`config.mk`:
```
export PLATFORM = sky130hd
export DESIGN_NAME = ivre_top
export DESIGN_NICKNAME = d
export VERILOG_FILES = /design/src/rtl/ivre_top.v /design/src/rtl/ivre_sync2.v
export VERILOG_INCLUDE_DIRS = /design/src /design/src/include
export SDC_FILE = /design/constraint.sdc
export NUM_CORES = 1
export LEC_CHECK = 0
export BUFFER_PORTS_ARGS = -buffer_cell sky130_fd_sc_hd__buf_4
export CAP_MARGIN = 25
export CORE_ASPECT_RATIO = 0.7
export CORE_UTILIZATION = 40
export CTS_BUF_LIST = sky130_fd_sc_hd__clkbuf_8
export CTS_CLUSTER_DIAMETER = 80
export DETAILED_ROUTE_END_ITERATION = 12
export PLACE_DENSITY = 0.69
export SYNTH_ARGS = -nofsm -noshare
export SYNTH_HDL_FRONTEND = slang
export SYNTH_SLANG_ARGS = --single-unit
```
`constraint.sdc`:
```
create_clock -name clk_sys -period 107 [get_ports clk_sys]
set_input_delay 10.7 -clock clk_sys [delete_from_list [all_inputs] [get_ports clk_sys]]
set_output_delay 10.7 -clock clk_sys [all_outputs]
set_load 0.02 [all_outputs]
```
`src/include/ivre_map.vh`:
```
// Constants for the interrupt vector and reset entry block
`ifndef IVRE_MAP_VH
`define IVRE_MAP_VH
// ----------------------------------------
// Interrupt numbering
// ----------------------------------------
`define IVRE_NUM_SRC        54
`define IVRE_VEC_OFFSET     7'h08
`define IVRE_IRQ_EXT_FIRST  0
`define IVRE_IRQ_TIMER_ONE  3
`define IVRE_IRQ_SER_RX     9
`define IVRE_IRQ_SER_TX     10
`define IVRE_IRQ_ADC_DONE   11
`define IVRE_IRQ_EXT_SECOND 16
`define IVRE_IRQ_EXT_THIRD  23
`define IVRE_IRQ_EXT_FOURTH 36
`define IVRE_IRQ_EXT_FIFTH  37
`define IVRE_PRIO_OFF       3'h0
// ----------------------------------------
// Reset entry
// ----------------------------------------
`define IVRE_RESET_ADDR     24'h000000
`define IVRE_TARGET_ADDR    24'h000002
// ----------------------------------------
// Reset control register fields
// ----------------------------------------
`define IVRE_RC_BROWNOUT    0
`define IVRE_RC_WATCHDOG    4
`define IVRE_RC_UNINIT_W    9
`define IVRE_RC_ILLEGAL     14
`define IVRE_RC_TRAP        15
`define IVRE_RC_RESET_VAL   16'h0000
`endif

```
`src/rtl/ivre_top.v`:
```
// Interrupt vector arbitration and reset entry sequencer
`include "ivre_map.vh"

// Contract
// RULE1 - Sources numbered 0 to 53; handler vector is number plus eight.
// RULE2 - Equal user priority: lower interrupt number wins.
// RULE3 - External inputs one to five sit at numbers 0, 16, 23, 36, 37.
// RULE4 - Timer one at 3, serial receive 9, transmit 10, conversion done 11.
// RULE5 - Reset bypasses arbitration; core initialises and program counter goes to zero.
// RULE6 - Start at address zero, read jump and its target, continue at target.
// RULE7 - Watchdog expiry causes a reset.
// RULE8 - Unwritten working register used as pointer causes a reset.
// RULE9 - Executed unused opcode resets; flushed illegal fetch does not.
// RULE10 - Brown-out dip causes a reset.
// RULE11 - Simultaneous trap conditions cause a lockout reset.
// RULE12 - Trap conflict reset sets bit 15 of reset control register.
// RULE13 - User priority 1 lowest to 7 highest; priority 0 disables source.
// RULE14 - All causes merge into one synchronous reset request with cause recorded.
module ivre_top #(
    parameter NSRC = `IVRE_NUM_SRC,
    parameter NTRAP = 4
) (
    input  wire              clk_sys,
    input  wire              reset,
    input  wire              external_irq_first,
    input  wire              external_irq_second,
    input  wire              external_irq_third,
    input  wire              external_irq_fourth,
    input  wire              external_irq_fifth,
    input  wire              timer_one_irq,
    input  wire              serial_one_receive_irq,
    input  wire              serial_one_transmit_irq,
    input  wire              adc_done_irq,
    input  wire [NSRC-1:0]   periph_irq,
    input  wire [3*NSRC-1:0] src_priority,
    input  wire [3:0]        cpu_level,
    input  wire              watchdog_expired,
    input  wire              uninit_wreg_pointer,
    input  wire              illegal_op_exec,
    input  wire              illegal_op_flushed,
    input  wire              brownout_detect,
    input  wire [NTRAP-1:0]  hard_trap_event,
    input  wire              hard_trap_busy,
    input  wire [15:0]       rc_clear_bits,
    input  wire              fetch_valid,
    input  wire [23:0]       fetch_data,
    output reg               irq_req,
    output reg  [5:0]        irq_number,
    output reg  [6:0]        irq_vector,
    output reg  [2:0]        irq_level,
    output reg               core_reset_req,
    output reg               pc_force_zero,
    output reg               fetch_req,
    output reg  [23:0]       fetch_addr,
    output reg               start_valid,
    output reg  [23:0]       start_pc,
    output wire [15:0]       reset_control_register,
    output wire              trap_reset_flag
);
    // ----------------------------------------
    // Pin synchronisers
    // ----------------------------------------
    wire [4:0] ext_sync;
    wire       brownout_sync;

    // Brownout rides the same synchroniser as the external pins
    ivre_sync2 #(.WIDTH(6)) u_sync (
        .clk_sys  (clk_sys),
        .reset    (reset),
        .async_in ({brownout_detect, external_irq_fifth, external_irq_fourth,
                    external_irq_third, external_irq_second, external_irq_first}),
        .sync_out ({brownout_sync, ext_sync})
    );

    // ----------------------------------------
    // Source map
    // ----------------------------------------
    // Named inputs OR into the shared vector so either path can raise a source
    reg [NSRC-1:0] src_req;

    always @* begin
        src_req = periph_irq;
        src_req[`IVRE_IRQ_EXT_FIRST]  = periph_irq[`IVRE_IRQ_EXT_FIRST] | ext_sync[0];    // RULE3
        src_req[`IVRE_IRQ_EXT_SECOND] = periph_irq[`IVRE_IRQ_EXT_SECOND] | ext_sync[1];   // RULE3
        src_req[`IVRE_IRQ_EXT_THIRD]  = periph_irq[`IVRE_IRQ_EXT_THIRD] | ext_sync[2];    // RULE3
        src_req[`IVRE_IRQ_EXT_FOURTH] = periph_irq[`IVRE_IRQ_EXT_FOURTH] | ext_sync[3];   // RULE3
        src_req[`IVRE_IRQ_EXT_FIFTH]  = periph_irq[`IVRE_IRQ_EXT_FIFTH] | ext_sync[4];    // RULE3
        src_req[`IVRE_IRQ_TIMER_ONE]  = periph_irq[`IVRE_IRQ_TIMER_ONE] | timer_one_irq;  // RULE4
        src_req[`IVRE_IRQ_SER_RX]     = periph_irq[`IVRE_IRQ_SER_RX] | serial_one_receive_irq;   // RULE4
        src_req[`IVRE_IRQ_SER_TX]     = periph_irq[`IVRE_IRQ_SER_TX] | serial_one_transmit_irq;  // RULE4
        src_req[`IVRE_IRQ_ADC_DONE]   = periph_irq[`IVRE_IRQ_ADC_DONE] | adc_done_irq;    // RULE4
    end

    // ----------------------------------------
    // Arbitration
    // ----------------------------------------
    // Ascending scan with strict compare keeps the lowest number on a tie
    integer    i;
    reg        win_any;
    reg [5:0]  win_num;
    reg [2:0]  win_prio;
    reg [2:0]  cur_prio;

    always @* begin
        win_any  = 1'b0;
        win_num  = 6'h00;
        win_prio = `IVRE_PRIO_OFF;
        cur_prio = `IVRE_PRIO_OFF;
        for (i = 0; i < NSRC; i = i + 1) begin
            cur_prio = src_priority[3*i +: 3];
            if (src_req[i] && cur_prio != `IVRE_PRIO_OFF && cur_prio > win_prio) begin // RULE13 RULE2
                win_any  = 1'b1;
                win_num  = i[5:0];                                                     // RULE1
                win_prio = cur_prio;
            end
        end
    end

    // ----------------------------------------
    // Reset causes
    // ----------------------------------------
    reg [NTRAP-1:0] trap_bits;
    reg [2:0]       trap_count;
    integer         k;

    always @* begin
        trap_bits  = hard_trap_event;
        trap_count = 3'h0;
        for (k = 0; k < NTRAP; k = k + 1) begin
            trap_count = trap_count + {2'h0, trap_bits[k]};
        end
    end

    // ----------------------------------------
    // Trap conflict
    // ----------------------------------------
    // Conflict: two at once, or a new one while another is still owned
    wire trap_conflict = (trap_count > 3'h1) || (|hard_trap_event && hard_trap_busy);        // RULE11
    wire illegal_hit   = illegal_op_exec && !illegal_op_flushed;                              // RULE9

    // ----------------------------------------
    // Cause merge
    // ----------------------------------------
    reg [15:0] cause_set;

    always @* begin
        cause_set = 16'h0000;
        cause_set[`IVRE_RC_BROWNOUT] = brownout_sync;                                         // RULE10
        cause_set[`IVRE_RC_WATCHDOG] = watchdog_expired;                                      // RULE7
        cause_set[`IVRE_RC_UNINIT_W] = uninit_wreg_pointer;                                   // RULE8
        cause_set[`IVRE_RC_ILLEGAL]  = illegal_hit;                                           // RULE9
        cause_set[`IVRE_RC_TRAP]     = trap_conflict;                                         // RULE12
    end

    wire any_cause = |cause_set;

    // ----------------------------------------
    // Cause register
    // ----------------------------------------
    // Set wins over a clear landing in the same cycle; the block is not reset by its own request
    reg [15:0] rc_q;
    wire [15:0] rc_d = (rc_q & ~rc_clear_bits) | cause_set;                                   // RULE14

    always @(posedge clk_sys or posedge reset) begin
        if (reset) begin
            rc_q <= `IVRE_RC_RESET_VAL;
        end else begin
            rc_q <= rc_d;
        end
    end

    assign reset_control_register = rc_q;
    assign trap_reset_flag        = rc_q[`IVRE_RC_TRAP];                                      // RULE12

    // ----------------------------------------
    // Reset entry sequencer
    // ----------------------------------------
    // ZERO forces the counter, OP and TGT fetch the entry words, RUN offers vectors
    // Limitation: the jump opcode itself is not decoded, only its target word is used
    localparam ST_ZERO = 2'h0;
    localparam ST_OP   = 2'h1;
    localparam ST_TGT  = 2'h2;
    localparam ST_RUN  = 2'h3;

    reg [1:0] state_q;
    reg [1:0] state_d;

    // ----------------------------------------
    // Next state
    // ----------------------------------------
    always @* begin
        state_d = state_q;
        case (state_q)
            ST_ZERO: begin
                state_d = ST_OP;                                                              // RULE5
            end
            ST_OP: begin
                if (fetch_valid) begin
                    state_d = ST_TGT;                                                         // RULE6
                end
            end
            ST_TGT: begin
                if (fetch_valid) begin
                    state_d = ST_RUN;                                                         // RULE6
                end
            end
            default: begin
                state_d = ST_RUN;
            end
        endcase
        if (any_cause) begin
            state_d = ST_ZERO;                                                                // RULE14
        end
    end

    // ----------------------------------------
    // State register
    // ----------------------------------------
    always @(posedge clk_sys or posedge reset) begin
        if (reset) begin
            state_q <= ST_ZERO;
        end else begin
            state_q <= state_d;
        end
    end

    // ----------------------------------------
    // Reset request outputs
    // ----------------------------------------
    // Request follows every cycle of cause so a held cause keeps the core parked
    always @(posedge clk_sys or posedge reset) begin
        if (reset) begin
            core_reset_req <= 1'b0;
            pc_force_zero  <= 1'b1;
        end else begin
            core_reset_req <= any_cause;                                                      // RULE14
            pc_force_zero  <= (state_d == ST_ZERO);                                           // RULE5
        end
    end

    // ----------------------------------------
    // Entry fetch outputs
    // ----------------------------------------
    // Address comes from the next state so it stands together with the request
    wire fetch_next = (state_d == ST_OP) || (state_d == ST_TGT);

    always @(posedge clk_sys or posedge reset) begin
        if (reset) begin
            fetch_req  <= 1'b0;
            fetch_addr <= `IVRE_RESET_ADDR;
        end else begin
            fetch_req  <= fetch_next;
            fetch_addr <= (state_d == ST_TGT) ? `IVRE_TARGET_ADDR : `IVRE_RESET_ADDR;         // RULE6
        end
    end

    // ----------------------------------------
    // Start address outputs
    // ----------------------------------------
    // A cause landing on the answering edge withholds the start pulse
    wire tgt_taken = (state_q == ST_TGT) && fetch_valid;

    always @(posedge clk_sys or posedge reset) begin
        if (reset) begin
            start_valid <= 1'b0;
            start_pc    <= `IVRE_RESET_ADDR;
        end else begin
            start_valid <= tgt_taken && !any_cause;                                           // RULE6
            if (tgt_taken) begin
                start_pc <= fetch_data;                                                       // RULE6
            end
        end
    end

    // ----------------------------------------
    // Vector offer
    // ----------------------------------------
    // No vector is offered until reset entry is complete
    wire       level_ok   = ({1'b0, win_prio} > cpu_level);
    wire [6:0] win_vector = {1'b0, win_num} + `IVRE_VEC_OFFSET;                               // RULE1

    always @(posedge clk_sys or posedge reset) begin
        if (reset) begin
            irq_req    <= 1'b0;
            irq_number <= 6'h00;
            irq_vector <= 7'h00;
            irq_level  <= 3'h0;
        end else begin
            irq_req    <= (state_d == ST_RUN) && win_any && level_ok;                         // RULE5
            irq_number <= win_num;
            irq_vector <= win_vector;                                                         // RULE1
            irq_level  <= win_prio;
        end
    end
endmodule

```
`src/rtl/ivre_sync2.v`:
```
// Two-flop level synchroniser, one per bit
module ivre_sync2 #(
    parameter WIDTH = 1
) (
    input  wire             clk_sys,
    input  wire             reset,
    input  wire [WIDTH-1:0] async_in,
    output wire [WIDTH-1:0] sync_out
);
    reg [WIDTH-1:0] meta_q;
    reg [WIDTH-1:0] sync_q;

    // First stage feeds only the second stage
    always @(posedge clk_sys or posedge reset) begin
        if (reset) begin
            meta_q <= {WIDTH{1'b0}};
            sync_q <= {WIDTH{1'b0}};
        end else begin
            meta_q <= async_in;
            sync_q <= meta_q;
        end
    end

    assign sync_out = sync_q;
endmodule

```
==> results by group <==
Run status
  • Status: finished clean

Synth
  • Post-synthesis sequential element count: 73
  • Sequential area share after synthesis: 16.0%
  • Yosys warns: 0
  • Synth Flop Type: dfrtp_1
  • Mapped cell area: 0.0114 mm²
  • Post-synthesis async set-or-reset flop share: between 90% and 100%
  • Synth Instances: 1,573
  • Cell with the most instances after synthesis: nand2_1
  • Library cells used by synthesis: 124
  • Top-area cell type share of the netlist area: 15.8%
  • Post-synth EDFFs: 0
  • Leading cell types by count after synthesis: 184 x nand2_1, 172 x nor2_1, 127 x inv_1
  • Mean Syn Cell Area: between 7 and 8 µm²
  • Ranking of synthesized cells by area: dfrtp_1 16%, ha_1 7.1%, nand2_1 6.1%, nor2_1 5.7%, o21ai_0 4.6%
  • Synth area leader: dfrtp_1

Hold path
  • Hold Path End: u_sync.sync_out[1]
  • Hold Path Class: flip-flop to flip-flop
  • Worst hold stages: 0
  • HP Start: u_sync.meta_q[1]

Critical path
  • Delay-heaviest family, CP: compound AO/OA/AOI/OAI gates
  • Worst path max stage delay: 0.52 ns
  • R2R depth: 376
  • CP max FO: 8
  • WP buf/inv: 9
  • Worst path required time: 107.30 ns
  • R2R setup slack: 28.28 ns
  • Most frequent CP cell: nor2_1
  • Worst EP arrival: between 80 and 90 ns
  • Critical setup path kind: input pin to flip-flop
  • Critical Path Sink Type: flip-flop
  • Crit path max-delay cell type: o31ai_1
  • RR Startpoint: u_sync.sync_out[0]
  • Worst reg2reg path endpoint: irq_req
  • Worst setup SP type: input pin

Cells and area
  • Share of cells above drive strength 1: 26.9%
  • Utilization after layout: 52.0%
  • ANT cells: 0
  • Syn-to-layout area delta: 27.4%
  • Nets: 2,262
  • Finished Layout Cells: 2,290

STA
  • Slew margin rel.: 40.1%
  • Final Hold Viols: 0
  • Min Tclk post-route: a little under 90 ns
  • Clock Skews: 0.0226 ns
  • Max Clk Rate: between 10 and 15 MHz
  • Crit share post-route: 82.9%
  • Final setup viols: 0
  • Pins Over Slew Limit: 0
  • Slew @ Worst Pin: 0.892 ns
  • Final TNS setup: 0 ns
  • RSZ-0062 raised after global routing: false

Routing
  • Vias: 13,300
  • Via density: 5.79
  • Initial DRC count: 1,226
  • Drt pass-1 iters: 5
  • Final wirelength: 39,300 µm
  • Post-route DRC: 0
  • Post-route ant nets: 0
  • Routed len/inst: 17.2 µm

Placement
  • DP Wirelength: ~33,000 µm
  • Dpl cells: 2,273
  • PortBufs: 344
  • Final GP Congestion: 0.955

Power and ir drop
  • Power share of the clock group: 6.3%
  • Switch share: 51.8%
  • Total Power: 0.394 mW
  • Sequential share of power: ~8.5%
  • Max VDD drop: 0.0000202 V
  • Power per Cell Area: 27.1 mW/mm²
  • Internal: between 0.15 and 0.2 mW
  • Leak: 6.97 nW
  • Sw Pwr: slightly above 0.2 mW
  • Gate power share: 85.2%

Clock network
  • Clock-pin slew on the worst setup and hold paths: 0.10 ns
  • Total CTS buffers: 9
  • Clock buffer depth: 2
  • TritonCTS clock tree: built
  • CTS-repair resized insts: 0
  • Post-CTS Setup Bufs: 0
  • Hold buffers post-CTS: 0
  • Clk root buf: clkbuf_8
  • Sinks on the clock net: 73
  • Later-pin clock latency in the skew report: 0.37 ns
  • H-tree depth: 3

Floorplanning
  • Die height: 143 µm
  • Chip width: 204 µm
  • Core area: 0.0279 mm²
  • Initial Utilization: 40.8%
  • Num rows: ~50
  • Die area: between 0.02 and 0.03 mm²
  • I/O Pins: 368

GRT
  • GRT Residual Overflow: 0
  • First-pass GRT wire length: 62,000 µm
  • Largest net degree at the start of global routing: 74
  • GR Layer Usage met3: under 10%
  • Vias in the first global route: between 10,000 and 15,000
  • Met2 GRT Util: about two fifths
  • Gr usage total: 26.1%
  • Busiest grt layer: met2
  • Antenna violations before repair: 0
  • Met1 Track Usage GR: between 30% and 40%

Job
  • Total of max-cap violations: 0
power by group through the flow:
| stage | Sequential (mW) | Clock, mW | Combinational [mW] |
|---|---|---|---|
| global placement | 0.0339 | 0 | 0.321 |
| CTS | 0.0335 | 0.0255 | 0.331 |
| global route | 0.0336 | 0.0267 | 0.376 |
| detailed placement | 0.0340 | 0 | 0.329 |
| finish | 0.0335 | 0.0247 | 0.335 |
| floorplan | 0.0364 | 0 | 0.253 |
registers in the layout, summed over array words and instances (netlist names):
| name | flops |
|---|---|
| start_valid | 1 |
| irq_level | 3 |
| pc_force_zero | 1 |
| fetch_addr | 1 |
| u_sync.sync_out | 6 |
| irq_number | 3 |
| u_sync.meta_q | 6 |
| start_pc | 24 |
| fetch_req | 1 |
| core_reset_req | 1 |
| state_q | 2 |
| reset_control_register | 16 |
| irq_req | 1 |
| irq_vector | 7 |
worst reg2reg max path, delay by kind of cell, from the launching register on:
family,cells,cell delay (ns)
AO/OA/AOI/OAI,158,32.41
adder cells (fa/ha/maj),61,16.97
buffers and inverters,8,0.61
flip-flops,1,0.43
multiplexers,25,8.63
AND/OR/NAND/NOR,124,19.54
placed cells by master, fill, tap and decap left out, types with 10 or more instances in the layout:
master	instances
buf_4	346
nand2_1	184
nor2_1	172
inv_1	127
o21ai_0	105
a21oi_1	104
dfrtp_1	72
ha_1	65
mux2_2	45
nand3_1	38
and2_1	36
nor3_1	34
o21a_1	31
a31oi_1	28
or2_2	28
and3_1	24
nor2b_1	24
conb_1	24
o211ai_1	23
o31ai_1	20
a21o_1	19
o21ai_1	15
a211oi_1	15
nand2b_1	15
or3_1	13
o221ai_1	13
a21boi_0	13
clkbuf_8	10
kinds of logic after synthesis:
| logic type | Yosys count | share of synthesized area, % |
|---|---|---|
| buf+inv | 168 | 6.63 |
| mux | 55 | 5.52 |
| compound gates | 574 | 36.7 |
| xor+xnor | 1 | 0.0768 |
| fa+ha+maj | 76 | 8.19 |
| flops | 73 | 16.0 |
| other cells | 1 | 0.0329 |
| simple gates | 625 | 26.8 |
area by class of cell:
class / count / area (µm²)
Clock inverter: 6 / 82.6
Timing Repair Buffer: 348 / 2630
Tap cell: 371 / 464
Fill cell: 2757 / 13400
Inverter: 127 / 478
Clock buffer: 10 / 138
Sequential cell: 73 / 1830
Multi-Input combinational cell: 1355 / 8910
through the flow:
| stage | setup slack [ns] | hold slack (ns) | instance area, µm² |
|---|---|---|---|
| finish | 18.29 | 0.324 | 14500 |
| global route | 11.94 | 0.329 | 14500 |
| CTS | 19.05 | 0.327 | 14500 |
| detailed placement | 18.85 | 0.335 | 14300 |
| global placement | 20.80 | 0.332 | 14300 |
| floorplan | 27.74 | 0.331 | 11500 |
worst max path at each step:
| stage | startpoint | depth (start not counted) | endpoint | slack [ns] |
|---|---|---|---|---|
| final | periph_irq[0] | 377 | irq_req | 18.29 |
| after global routing | periph_irq[0] | 376 | irq_req | 11.94 |
| after CTS | periph_irq[0] | 375 | irq_req | 19.05 |
| after detailed placement | periph_irq[0] | 375 | irq_req | 18.85 |
| after global placement | periph_irq[0] | 375 | irq_req | 20.80 |
| after floorplan | src_priority[2] | 374 | irq_req | 27.74 |
per-layer routing:
| layer | part of all wire (%) | vias up |
|---|---|---|
| met5 | 0 | - |
| met4 | 1.5 | 0 |
| met1 | 48 | 6168 |
| li1 | - | 6513 |
| met2 | 43 | 537 |
| met3 | 7.9 | 36 |
Note: power is estimated with default switching activity, not from simulation.
